## config.mk

```make
export PLATFORM = sky130hd
export DESIGN_NAME = flsw_host
export DESIGN_NICKNAME = d
export VERILOG_FILES = /design/src/pkg/flsw_pkg.sv /design/src/hw/flsw_host.sv
export SDC_FILE = /design/constraint.sdc
export NUM_CORES = 1
export LEC_CHECK = 0
export ABC_AREA = 0
export BUFFER_PORTS_ARGS = -buffer_cell sky130_fd_sc_hd__buf_2
export CAP_MARGIN = 10
export CORE_MARGIN = 4
export CORE_UTILIZATION = 60
export CTS_CLUSTER_DIAMETER = 150
export DETAILED_ROUTE_END_ITERATION = 10
export PLACE_DENSITY = 0.85
export SLEW_MARGIN = 20
export SYNTH_ARGS = -nofsm -noshare
export SYNTH_HDL_FRONTEND = slang
export SYNTH_SLANG_ARGS = --single-unit
```

## constraint.sdc

```tcl
create_clock -name clk_i -period 4.4 [get_ports clk_i]
set_input_delay 0.22 -clock clk_i [delete_from_list [all_inputs] [get_ports clk_i]]
set_output_delay 0.22 -clock clk_i [all_outputs]
set_load 0.03 [all_outputs]
```

## src/pkg/flsw_pkg.sv

```systemverilog
// constants and types shared by the flash status and suspend host controller
package flsw_pkg;
	localparam int CLK_MHZ = 250;
	// bus cycle timing in ns, suspend wait in us, and derived clock counts (least times round up)
	localparam int T_RC_NS   = 70;
	localparam int T_WP_NS   = 35;
	localparam int T_WPH_NS  = 20;
	localparam int T_OEH_NS  = 20;
	localparam int T_SUSP_US = 15;
	localparam int SYNC_CYC  = 2;
	localparam logic [11:0] RC_CYC   = 12'((T_RC_NS * CLK_MHZ + 999) / 1000 + SYNC_CYC);
	localparam logic [11:0] WP_CYC   = 12'((T_WP_NS * CLK_MHZ + 999) / 1000);
	localparam logic [11:0] WPH_CYC  = 12'((T_WPH_NS * CLK_MHZ + 999) / 1000);
	localparam logic [11:0] OEH_CYC  = 12'((T_OEH_NS * CLK_MHZ + 999) / 1000);
	localparam logic [11:0] SUSP_CYC = 12'(T_SUSP_US * CLK_MHZ);

	// register byte offsets of the controller
	localparam logic [7:0] REG_CTRL   = 8'h00;
	localparam logic [7:0] REG_ADDR   = 8'h04;
	localparam logic [7:0] REG_WDATA  = 8'h08;
	localparam logic [7:0] REG_STATUS = 8'h0C;
	localparam logic [7:0] REG_RDATA  = 8'h10;
	localparam logic [7:0] REG_ACCEL  = 8'h14;

	// flash status bit positions on the data bus
	localparam int BIT_DATA_POLL    = 7;
	localparam int BIT_TOGGLE_ONE   = 6;
	localparam int BIT_TIMEOUT      = 5;
	localparam int BIT_TOGGLE_TWO   = 2;
	localparam int BIT_BUFFER_ABORT = 1;

	// command codes and unlock addresses
	localparam logic [15:0] CMD_SUSPEND = 16'h00B0;
	localparam logic [15:0] CMD_RESUME  = 16'h0030;
	localparam logic [15:0] CMD_UNLOCK1 = 16'h00AA;
	localparam logic [15:0] CMD_UNLOCK2 = 16'h0055;
	localparam logic [15:0] CMD_RESET   = 16'h00F0;
	localparam logic [22:0] ADR_UNLOCK1 = 23'h000555;
	localparam logic [22:0] ADR_UNLOCK2 = 23'h0002AA;

	localparam logic [1:0] RESP_OKAY   = 2'h0;
	localparam logic [1:0] RESP_SLVERR = 2'h2;

	typedef enum logic [2:0] {
		OP_NONE, OP_WRITE, OP_READ, OP_SUSPEND, OP_RESUME, OP_POLL, OP_RESET3
	} flsw_op_t;

	typedef enum {
		ST_IDLE, ST_WR_LOW, ST_WR_HIGH, ST_RD_LOW, ST_RD_HIGH, ST_SUSP_WAIT
	} flsw_state_t;

	// flash-side pins driven by the controller
	typedef struct packed {
		logic [22:0] addr;
		logic        ce_n;
		logic        oe_n;
		logic        we_n;
		logic [15:0] dq;
		logic        dq_oe;
		logic        acc_hv;
	} flsw_pins_t;
endpackage : flsw_pkg

```

## src/hw/flsw_host.sv

```systemverilog
// host controller that drives a parallel nor flash for suspend, resume and status polling
`timescale 1ns/1ps

module flsw_host import flsw_pkg::*; (
	input  wire logic        clk_i,
	input  wire logic        rst_n_i,
	input  wire logic [7:0]  s_axi_awaddr_i,
	input  wire logic        s_axi_awvalid_i,
	output logic             s_axi_awready_o,
	input  wire logic [31:0] s_axi_wdata_i,
	input  wire logic [3:0]  s_axi_wstrb_i,
	input  wire logic        s_axi_wvalid_i,
	output logic             s_axi_wready_o,
	output logic [1:0]       s_axi_bresp_o,
	output logic             s_axi_bvalid_o,
	input  wire logic        s_axi_bready_i,
	input  wire logic [7:0]  s_axi_araddr_i,
	input  wire logic        s_axi_arvalid_i,
	output logic             s_axi_arready_o,
	output logic [31:0]      s_axi_rdata_o,
	output logic [1:0]       s_axi_rresp_o,
	output logic             s_axi_rvalid_o,
	input  wire logic        s_axi_rready_i,
	output flsw_pins_t       flash_o,
	input  wire logic [15:0] flash_dq_i
);
	flsw_state_t state;
	flsw_op_t    op;
	logic [11:0] cnt;
	logic [1:0]  step;
	logic [22:0] cyc_addr;
	logic [15:0] cyc_data;
	logic [22:0] op_addr;
	logic [15:0] op_wdata;
	logic [15:0] rdata;
	logic        accel_en;
	logic        done;
	logic        timed_out;
	logic        aborted;
	logic        toggle_two_seen;
	logic        poll_first;
	logic        poll_prev6;
	logic        poll_prev2;
	logic        dq5_seen;
	logic [15:0] dq_s1;
	logic [15:0] dq_s2;

	// axi write channel holding registers
	logic        aw_held;
	logic        w_held;
	logic [7:0]  aw_addr;
	logic [31:0] w_data;
	logic [3:0]  w_strb;
	logic        wr_fire;
	logic        start;
	flsw_op_t    start_op;

	assign s_axi_awready_o = !aw_held && !s_axi_bvalid_o;
	assign s_axi_wready_o  = !w_held && !s_axi_bvalid_o;
	assign wr_fire = aw_held && w_held && !s_axi_bvalid_o;
	assign start_op = flsw_op_t'(w_data[2:0]);
	// orders written while busy are dropped; software checks busy first
	assign start = wr_fire && aw_addr == REG_CTRL && w_strb[0]
		&& state == ST_IDLE && start_op != OP_NONE;

	always_ff @(posedge clk_i) begin
		if (!rst_n_i) begin
			aw_held <= 1'b0;
			w_held  <= 1'b0;
			aw_addr <= 8'h00;
			w_data  <= 32'h0000_0000;
			w_strb  <= 4'h0;
		end else begin
			if (s_axi_awvalid_i && s_axi_awready_o) begin
				aw_held <= 1'b1;
				aw_addr <= s_axi_awaddr_i;
			end else if (wr_fire) begin
				aw_held <= 1'b0;
			end
			if (s_axi_wvalid_i && s_axi_wready_o) begin
				w_held <= 1'b1;
				w_data <= s_axi_wdata_i;
				w_strb <= s_axi_wstrb_i;
			end else if (wr_fire) begin
				w_held <= 1'b0;
			end
		end
	end

	always_ff @(posedge clk_i) begin
		if (!rst_n_i) begin
			s_axi_bvalid_o <= 1'b0;
			s_axi_bresp_o  <= RESP_OKAY;
		end else if (wr_fire) begin
			s_axi_bvalid_o <= 1'b1;
			if (aw_addr == REG_CTRL || aw_addr == REG_ADDR || aw_addr == REG_WDATA
				|| aw_addr == REG_ACCEL || aw_addr == REG_STATUS
				|| aw_addr == REG_RDATA) begin
				s_axi_bresp_o <= RESP_OKAY;
			end else begin
				s_axi_bresp_o <= RESP_SLVERR;
			end
		end else if (s_axi_bready_i) begin
			s_axi_bvalid_o <= 1'b0;
		end
	end

	always_ff @(posedge clk_i) begin
		if (!rst_n_i) begin
			op_addr  <= 23'h000000;
			op_wdata <= 16'h0000;
			accel_en <= 1'b0;
		end else if (wr_fire) begin
			if (aw_addr == REG_ADDR) begin
				op_addr <= w_data[22:0];
			end else if (aw_addr == REG_WDATA) begin
				op_wdata <= w_data[15:0];
			end else if (aw_addr == REG_ACCEL && w_strb[0]) begin
				// software unlocks sectors first and raises this only to program
				accel_en <= w_data[0];
			end
		end
	end

	// axi read channel
	assign s_axi_arready_o = !s_axi_rvalid_o;

	always_ff @(posedge clk_i) begin
		if (!rst_n_i) begin
			s_axi_rvalid_o <= 1'b0;
			s_axi_rdata_o  <= 32'h0000_0000;
			s_axi_rresp_o  <= RESP_OKAY;
		end else if (s_axi_arvalid_i && s_axi_arready_o) begin
			s_axi_rvalid_o <= 1'b1;
			s_axi_rresp_o  <= RESP_OKAY;
			if (s_axi_araddr_i == REG_CTRL) begin
				s_axi_rdata_o <= {29'h0, op};
			end else if (s_axi_araddr_i == REG_ADDR) begin
				s_axi_rdata_o <= {9'h000, op_addr};
			end else if (s_axi_araddr_i == REG_WDATA) begin
				s_axi_rdata_o <= {16'h0000, op_wdata};
			end else if (s_axi_araddr_i == REG_STATUS) begin
				s_axi_rdata_o <= {26'h0, rdata[BIT_DATA_POLL], toggle_two_seen,
					aborted, timed_out, done, state != ST_IDLE};
			end else if (s_axi_araddr_i == REG_RDATA) begin
				s_axi_rdata_o <= {16'h0000, rdata};
			end else if (s_axi_araddr_i == REG_ACCEL) begin
				s_axi_rdata_o <= {31'h0, accel_en};
			end else begin
				s_axi_rdata_o <= 32'h0000_0000;
				s_axi_rresp_o <= RESP_SLVERR;
			end
		end else if (s_axi_rready_i) begin
			s_axi_rvalid_o <= 1'b0;
		end
	end

	// flash data pins are asynchronous to clk_i
	always_ff @(posedge clk_i) begin
		if (!rst_n_i) begin
			dq_s1 <= 16'h0000;
			dq_s2 <= 16'h0000;
		end else begin
			dq_s1 <= flash_dq_i;
			dq_s2 <= dq_s1;
		end
	end

	// bus cycle engine and command sequencer
	always_ff @(posedge clk_i) begin
		if (!rst_n_i) begin
			state    <= ST_IDLE;
			op       <= OP_NONE;
			cnt      <= 12'h000;
			step     <= 2'h0;
			cyc_addr <= 23'h000000;
			cyc_data <= 16'h0000;
		end else begin
			case (state)
				ST_IDLE: begin
					if (start) begin
						op   <= start_op;
						step <= 2'h0;
						cnt  <= 12'h000;
						cyc_addr <= op_addr;
						case (start_op)
							OP_WRITE: begin
								cyc_data <= op_wdata;
								state    <= ST_WR_LOW;
							end
							OP_SUSPEND: begin
								cyc_data <= CMD_SUSPEND;
								state    <= ST_WR_LOW;
							end
							OP_RESUME: begin
								cyc_data <= CMD_RESUME;
								state    <= ST_WR_LOW;
							end
							OP_RESET3: begin
								cyc_addr <= ADR_UNLOCK1;
								cyc_data <= CMD_UNLOCK1;
								state    <= ST_WR_LOW;
							end
							default: begin
								// polls read at the program address, last loaded word
								state <= ST_RD_LOW;
							end
						endcase
					end
				end
				ST_WR_LOW: begin
					cnt <= cnt + 12'h001;
					if (cnt == WP_CYC - 12'h001) begin
						cnt   <= 12'h000;
						state <= ST_WR_HIGH;
					end
				end
				ST_WR_HIGH: begin
					cnt <= cnt + 12'h001;
					if (cnt == WPH_CYC - 12'h001) begin
						cnt <= 12'h000;
						if (op == OP_RESET3 && step != 2'h2) begin
							step     <= step + 2'h1;
							cyc_addr <= step == 2'h0 ? ADR_UNLOCK2 : ADR_UNLOCK1;
							cyc_data <= step == 2'h0 ? CMD_UNLOCK2 : CMD_RESET;
							state    <= ST_WR_LOW;
						end else if (op == OP_SUSPEND) begin
							state <= ST_SUSP_WAIT;
						end else begin
							state <= ST_IDLE;
						end
					end
				end
				ST_SUSP_WAIT: begin
					// no status read is valid until the device has halted
					cnt <= cnt + 12'h001;
					if (cnt == SUSP_CYC - 12'h001) begin
						state <= ST_IDLE;
					end
				end
				ST_RD_LOW: begin
					cnt <= cnt + 12'h001;
					if (cnt == RC_CYC - 12'h001) begin
						cnt   <= 12'h000;
						state <= ST_RD_HIGH;
					end
				end
				ST_RD_HIGH: begin
					// output enable released between reads so toggles can show
					cnt <= cnt + 12'h001;
					if (cnt == OEH_CYC - 12'h001) begin
						cnt   <= 12'h000;
						state <= (op == OP_POLL && !done) ? ST_RD_LOW : ST_IDLE;
					end
				end
				default: begin
					state <= ST_IDLE;
				end
			endcase
		end
	end

	// status evaluation of each completed read
	always_ff @(posedge clk_i) begin
		if (!rst_n_i) begin
			rdata           <= 16'h0000;
			done            <= 1'b0;
			timed_out       <= 1'b0;
			aborted         <= 1'b0;
			toggle_two_seen <= 1'b0;
			poll_first      <= 1'b1;
			poll_prev6      <= 1'b0;
			poll_prev2      <= 1'b0;
			dq5_seen        <= 1'b0;
		end else if (start) begin
			done            <= 1'b0;
			timed_out       <= 1'b0;
			aborted         <= 1'b0;
			toggle_two_seen <= 1'b0;
			poll_first      <= 1'b1;
			dq5_seen        <= 1'b0;
		end else if (state == ST_RD_LOW && cnt == RC_CYC - 12'h001) begin
			rdata      <= dq_s2;
			poll_prev6 <= dq_s2[BIT_TOGGLE_ONE];
			poll_prev2 <= dq_s2[BIT_TOGGLE_TWO];
			poll_first <= 1'b0;
			if (op != OP_POLL) begin
				done <= 1'b1;
			end else if (!poll_first) begin
				if (dq_s2[BIT_TOGGLE_TWO] != poll_prev2) begin
					toggle_two_seen <= 1'b1;
				end
				if (dq_s2[BIT_TOGGLE_ONE] == poll_prev6) begin
					// toggling stopped: finished, or suspended; this read already holds the data, no further read
					done <= 1'b1;
				end else if (dq_s2[BIT_BUFFER_ABORT]) begin
					aborted <= 1'b1;
					done    <= 1'b1;
				end else if (dq_s2[BIT_TIMEOUT]) begin
					// toggle may stop just as the timeout bit rises: check twice
					if (dq5_seen) begin
						timed_out <= 1'b1;
						done      <= 1'b1;
					end
					dq5_seen   <= 1'b1;
					poll_first <= 1'b1;
				end
			end
		end else if (state == ST_WR_HIGH && cnt == WPH_CYC - 12'h001
			&& !(op == OP_RESET3 && step != 2'h2) && op != OP_SUSPEND) begin
			done <= 1'b1;
		end else if (state == ST_SUSP_WAIT && cnt == SUSP_CYC - 12'h001) begin
			done <= 1'b1;
		end
	end

	always_comb begin
		flash_o.addr   = cyc_addr;
		flash_o.ce_n   = !(state == ST_WR_LOW || state == ST_WR_HIGH || state == ST_RD_LOW);
		flash_o.oe_n   = state != ST_RD_LOW;
		flash_o.we_n   = state != ST_WR_LOW;
		flash_o.dq     = cyc_data;
		flash_o.dq_oe  = state == ST_WR_LOW || state == ST_WR_HIGH;
		flash_o.acc_hv = accel_en;
	end
endmodule : flsw_host

```

==> results of run 1 <==
## worst paths after layout
kind	end	start	cells past startpoint	slack (ps)
setup / recovery	cyc_addr[10]$_SDFFE_PN0P_	aw_addr[4]$_SDFFE_PN0P_	5	1710
hold / removal	s_axi_rresp_o[1]$_SDFFE_PN0P_	s_axi_araddr_i[1]	3	60
setup reg to reg	cyc_addr[10]$_SDFFE_PN0P_	aw_addr[4]$_SDFFE_PN0P_	5	1710
hold reg to reg	dq_s2[10]$_SDFF_PN0_	dq_s1[10]$_SDFF_PN0_	1	430
## cells by family after synthesis
logic type,after synthesis
buffers and inverters,104
other,1
DFF,214
xor gates and xnor gates,8
adders and majority gates,5
and+or+nand+nor,423
AOI/OAI and AO/OA,316
muxes,21
## timing repair
| item | CTS | global route |
|---|---|---|
| setup endpoints to repair | 0 | 0 |
| hold endpoints to repair | 50 | 0 |
| hold buffers | 51 | 0 |
## through the flow
stage                     hold slack, ps  worst slack [ps]   util  instance area [sq um]  instances
after floorplan                      319              2510      -                   9090       1102
after global placement               406              1960  0.653                   9570       1337
after detailed placement             411              1880  0.653                   9570       1337
after CTS                           37.2              1790  0.738                  10800       1427
after global routing                85.6              1560  0.738                  10800       1427
final                               61.5              1710  0.738                  10800       1427
## critical path, stage by stage (launching register included)
cell	delay [ps]
dfxtp_1	370
nor4b_2	400
and4_1	520
a21o_1	820
o2111ai_1	280
a21oi_1	210
## cell usage after synthesis (all sizes together) (6+ instances only)
cell type / number / area share
a21oi: 185 / 0.10
nand2b: 9 / 0.0062
nand3: 20 / 0.011
mux2i: 21 / 0.023
dfxtp: 214 / 0.47
buf: 41 / 0.033
inv: 10 / 0.0041
a211oi: 11 / 0.0091
nand4: 19 / 0.013
nor2b: 12 / 0.0083
or4: 7 / 0.0062
o21ai: 65 / 0.037
nand2: 239 / 0.099
clkbuf: 53 / 0.022
and2: 38 / 0.026
o2111ai: 10 / 0.0097
or3: 6 / 0.0043
nor2: 34 / 0.015
o211ai: 16 / 0.013
## per-layer routing
| layer | vias up | share of wire | global-route usage | routed length (microns) |
|---|---|---|---|---|
| li1 | 4049 | - | - | - |
| met4 | 0 | 0.031 | 0.0889 | 765 |
| met3 | 79 | 0.095 | 0.0675 | 2370 |
| met5 | - | 0 | 0 | 0 |
| met1 | 4012 | 0.40 | 0.361 | 9850 |
| met2 | 425 | 0.48 | 0.471 | 11800 |
## report_power, final
| part | leakage, nW | switching, W | total (W) | internal (W) |
|---|---|---|---|---|
| clock | 0.361 | 0.000747 | 0.00187 | 0.00113 |
| combinational | 2.04 | 0.000333 | 0.000505 | 0.000172 |
| sequential | 1.74 | 0.0000528 | 0.00204 | 0.00198 |
| total | 4.14 | 0.00113 | 0.00442 | 0.00328 |
## registers in the layout, indices dropped and copies added (netlist names), 2 cells and up
name,cells
step,2
dq_s1,16
state,3
s_axi_rdata_o,23
cyc_data,16
op,3
rdata,16
dq_s2,16
op_wdata,16
op_addr,23
w_data,23
cyc_addr,23
cnt,12
aw_addr,8
## final cells by class
cell class / count / area share
inverter: 10 / 0.00370
tap: 184 / 0.0213
multi-input combinational: 784 / 0.395
sequential: 214 / 0.396
clock buffer: 33 / 0.0594
clock inverter: 6 / 0.00845
timing repair buffer: 196 / 0.116
==> results.sh, run 1 <==
export IMPL_ant_nets=0
export IMPL_synth_edff_count=0
export IMPL_multi_input_area_sq_um=4270
export IMPL_wirelength_microns=24800
export IMPL_p_leak_nw=4.14
export IMPL_grt_max_degree=94
export IMPL_avgViaCountPerCell=6.00
export IMPL_grt_pass1_wl_microns=38900
export IMPL_diodes=0
export IMPL_layout_common_cells="238 x nand2_1, 214 x dfxtp_1, 184 x a21oi_1"
export IMPL_globalRoute_totalOverflow=0
export IMPL_synth_seq_cells=214
export IMPL_powerDensity_nw_per_um2=408
export IMPL_drc_errors=0
export IMPL_clkSinkCount=214
export IMPL_drive_gt1_frac=0.161
export IMPL_synth_avg_cell_area_sq_um=8.29
export IMPL_dp_hpwl_microns=15800
export IMPL_skew_ps=6.49
export IMPL_ys_seq_area_frac=0.473
export IMPL_ir_drop_v=0.000350
export IMPL_port_buffers=136
export IMPL_hold_class="input pin to flop"
export IMPL_die_w_microns=131
export IMPL_h_tree_depth=1
export IMPL_drv_cap=0
export IMPL_core_area_sq_um=14600
export IMPL_cts_buffers=22
export IMPL_worstSetupEndpointType="flop"
export IMPL_wl_per_cell_microns=17.4
export IMPL_antenna_found_initial=0
export IMPL_ios=160
export IMPL_synth_xor_xnor_area_share=0.00774
export IMPL_crit_type="flop to flop"
export IMPL_synth_top_family_by_area="simple AND/OR/NAND/NOR gates"
export IMPL_dieArea_sq_um=17100
export IMPL_vias=8565
export IMPL_worst_pin_slew_ps=1110
export IMPL_max_slew_margin=0.258
export IMPL_worstSkewPairLatency_ps=510
export IMPL_synth_distinct_cells=72
export IMPL_post_route_min_period_ps=2690
export IMPL_rsz0062_at_grt="no"
export IMPL_seq_area_sq_um=4280
export IMPL_synth_compound_area_share=0.199
export IMPL_finalMaxSlewViolations=0
export IMPL_finalSetupTns_ps=0
export IMPL_grt_pass1_vias=7883
export IMPL_grt_usage=0.281
export IMPL_synthMuxAreaShare=0.0232
export IMPL_cts_buffer_depth=3
export IMPL_tritoncts="yes"
export IMPL_final_common_cell="nand2_1"
export IMPL_finalPower_w=0.00442
export IMPL_worst_setup_path_start_kind="flop"
export IMPL_synthCells=1092
export IMPL_setup_viol=0
export IMPL_nets=1308
export IMPL_max_freq_mhz=371
export IMPL_postCtsSetupBuffers=0
export IMPL_core_rowCount=44
export IMPL_fill_cells=1057
export IMPL_async_reset_ff_frac=0
export IMPL_ys_warn_count=0
export IMPL_synth_fa_ha_area_frac=0.00691
export IMPL_status="finished, final reports clean"
export IMPL_required_ps=4830
export IMPL_netlist_area_sq_um=9050
export IMPL_hold_violations=0
export IMPL_path_clk_slew_ps=60
export IMPL_place_gp_congestion=0.905
export IMPL_die_h_microns=131
export IMPL_cp_max_fo=26
export IMPL_drtIter0Drc=993
export IMPL_first_pass_iters=6
export IMPL_crit_arrival_ps=3130
export IMPL_synth_ff_type="dfxtp_1"
export IMPL_initial_core_util=0.618
export IMPL_area_growth_pct=19.5
export IMPL_cts_root_buf="clkbuf_16"
export IMPL_synthSimpleGateAreaFrac=0.230
export IMPL_min_period_over_period=0.612
export IMPL_cts_resized=0
(Power assumes the default switching activity.)
==> inputs of run 2 (changes only) <==
--- a/config.mk
+++ b/config.mk
@@ -9,10 +9,10 @@
 export BUFFER_PORTS_ARGS = -buffer_cell sky130_fd_sc_hd__buf_2
 export CAP_MARGIN = 10
 export CORE_MARGIN = 4
-export CORE_UTILIZATION = 60
+export CORE_UTILIZATION = 50
 export CTS_CLUSTER_DIAMETER = 150
 export DETAILED_ROUTE_END_ITERATION = 10
-export PLACE_DENSITY = 0.85
+export PLACE_DENSITY = 0.75
 export SLEW_MARGIN = 20
 export SYNTH_ARGS = -nofsm -noshare
 export SYNTH_HDL_FRONTEND = slang
==> constraint.sdc (replaced) <==
create_clock -name clk_i -period 2.3 [get_ports clk_i]
set_input_delay 0.115 -clock clk_i [delete_from_list [all_inputs] [get_ports clk_i]]
set_output_delay 0.115 -clock clk_i [all_outputs]
set_load 0.03 [all_outputs]
==> results.sh, run 2 (synthesis gave the netlist of run 1 again) <==
export IMPL_avgViaCountPerCell=5.63
export IMPL_path_clk_slew_ps=70
export IMPL_wl_met1_microns=10800
export IMPL_placed_area_sq_um=9890
export IMPL_wl_met3_microns=1900
export IMPL_finalPower_w=0.00898
export IMPL_critPathLaunch="cnt[0]$_SDFFE_PN0P_"
export IMPL_postCtsSetupBuffers=0
export IMPL_worstSetupEndpointType="flop"
export IMPL_p_leak_nw=4.33
export IMPL_finalSetupTns_ps=0
export IMPL_core_rowCount=48
export IMPL_die_w_microns=143
export IMPL_core_area_sq_um=17500
export IMPL_hold_violations=0
export IMPL_cts_buffer_depth=3
export IMPL_worst_pin_slew_ps=637
export IMPL_place_gp_congestion=0.893
export IMPL_wirelength_microns=25300
export IMPL_max_freq_mhz=484
export IMPL_top_layer="met5"
export IMPL_post_route_min_period_ps=2070
export IMPL_antenna_found_initial=2
export IMPL_grt_max_degree=67
export IMPL_port_buffers=136
export IMPL_h_tree_depth=1
export IMPL_ant_nets=0
export IMPL_globalRoute_totalOverflow=0
export IMPL_max_slew_margin=0.572
export IMPL_post_place_ws_ps=227
export IMPL_clkSinkCount=214
export IMPL_switching_share=0.248
export IMPL_pwr_share_comb=0.119
export IMPL_crit_arrival_ps=2430
export IMPL_area_growth_pct=24.1
export IMPL_die_h_microns=143
export IMPL_holdWs_ps=98.2
export IMPL_powerDensity_nw_per_um2=800
export IMPL_dieArea_sq_um=20300
export IMPL_met2_wirelength_microns=11900
export IMPL_drc_errors=0
export IMPL_hold_class="input pin to flop"
export IMPL_drv_cap=0
export IMPL_cp_max_fo=22
export IMPL_wl_per_cell_microns=16.9
export IMPL_drive_gt1_frac=0.183
export IMPL_vias=8421
export IMPL_required_ps=2670
export IMPL_ios=160
export IMPL_min_period_over_period=0.898
export IMPL_clock_power_share=0.450
export IMPL_r2r_start="cnt[0]$_SDFFE_PN0P_"
export IMPL_drtIter0Drc=815
export IMPL_cts_root_buf="clkbuf_16"
export IMPL_skew_ps=9.74
export IMPL_worstSkewPairLatency_ps=500
export IMPL_min_delay_start="s_axi_araddr_i[1]"
export IMPL_status="finished, final reports clean"
export IMPL_nets=1337
export IMPL_crit_type="flop to flop"
export IMPL_layout_common_cells="238 x nand2_1, 213 x dfxtp_1, 184 x a21oi_1"
export IMPL_p_seq_frac=0.431
export IMPL_first_pass_iters=5
export IMPL_fin_ws_ps=235
export IMPL_finalMaxSlewViolations=0
export IMPL_worst_setup_path_start_kind="flop"
export IMPL_grt_pass1_wl_microns=40400
export IMPL_ir_drop_v=0.000544
export IMPL_design_area_sq_um=11200
export IMPL_tritoncts="yes"
export IMPL_grt_pass1_vias=7941
export IMPL_rsz0062_at_grt="no"
export IMPL_setup_viol=0
export IMPL_dp_hpwl_microns=17000
export IMPL_grt_usage=0.240
export IMPL_initial_core_util=0.516
export IMPL_final_common_cell="nand2_1"
export IMPL_p_sw_w=0.00223
export IMPL_p_int_w=0.00675
export IMPL_cts_buffers=22
-- run 2: timing repair --
action	4_1_cts	5_1_grt
gates resized for setup	0	3
endpoints found under the hold margin	50	0
hold buffers	51	0
endpoints found under the setup margin	0	1
-- run 2: per-layer routing --
metal / vias to the layer above / GRT usage
li1: 4109 / -
met1: 3911 / 0.321
met5: - / 0
met4: 2 / 0.0795
met2: 344 / 0.399
met3: 55 / 0.0380
-- run 2: path summary, 6_finish.rpt --
path	endpoint	slack [ps]	depth (start not counted)
hold reg to reg	dq_s2[15]$_SDFF_PN0_	430	1
setup reg to reg	cyc_addr[9]$_SDFFE_PN0P_	230	8
setup / recovery	cyc_addr[9]$_SDFFE_PN0P_	230	8
hold / removal	s_axi_rdata_o[2]$_SDFFE_PN0P_	100	5
-- run 2: through the flow --
stage          utilization  std cells
5_1_grt              0.640       1497
6_report             0.640       1497
4_1_cts              0.640       1496
3_5_place_dp         0.564       1407
2_1_floorplan            -       1102
3_3_place_gp         0.564       1407
-- run 2: critical path: stages (launching register included) --
cell,delay [ps]
dfxtp_1,370
inv_1,80
ha_1,160
nor4b_2,330
and3_1,270
nor2_1,90
buf_4,210
nor2_1,300
a211oi_1,120
-- run 2: final cells by class --
class,instances,area (sq um)
sequential,214,4290
clock buffer,28,614
multi-input combinational,784,4270
fill,1487,6300
timing repair buffer,225,1530
inverter,10,40.0
antenna,1,2.50
tap,225,282
clock inverter,10,209
-- run 2: power groups by stage --
| stage | Combinational (W) | Clock [W] | Sequential, W |
|---|---|---|---|
| 2_1_floorplan | 0.000708 | 0 | 0.00393 |
| 3_3_place_gp | 0.000958 | 0 | 0.00395 |
| 3_5_place_dp | 0.000971 | 0 | 0.00395 |
| 4_1_cts | 0.00104 | 0.00408 | 0.00387 |
| 5_1_grt | 0.00116 | 0.00424 | 0.00388 |
| 6_report | 0.00107 | 0.00405 | 0.00387 |
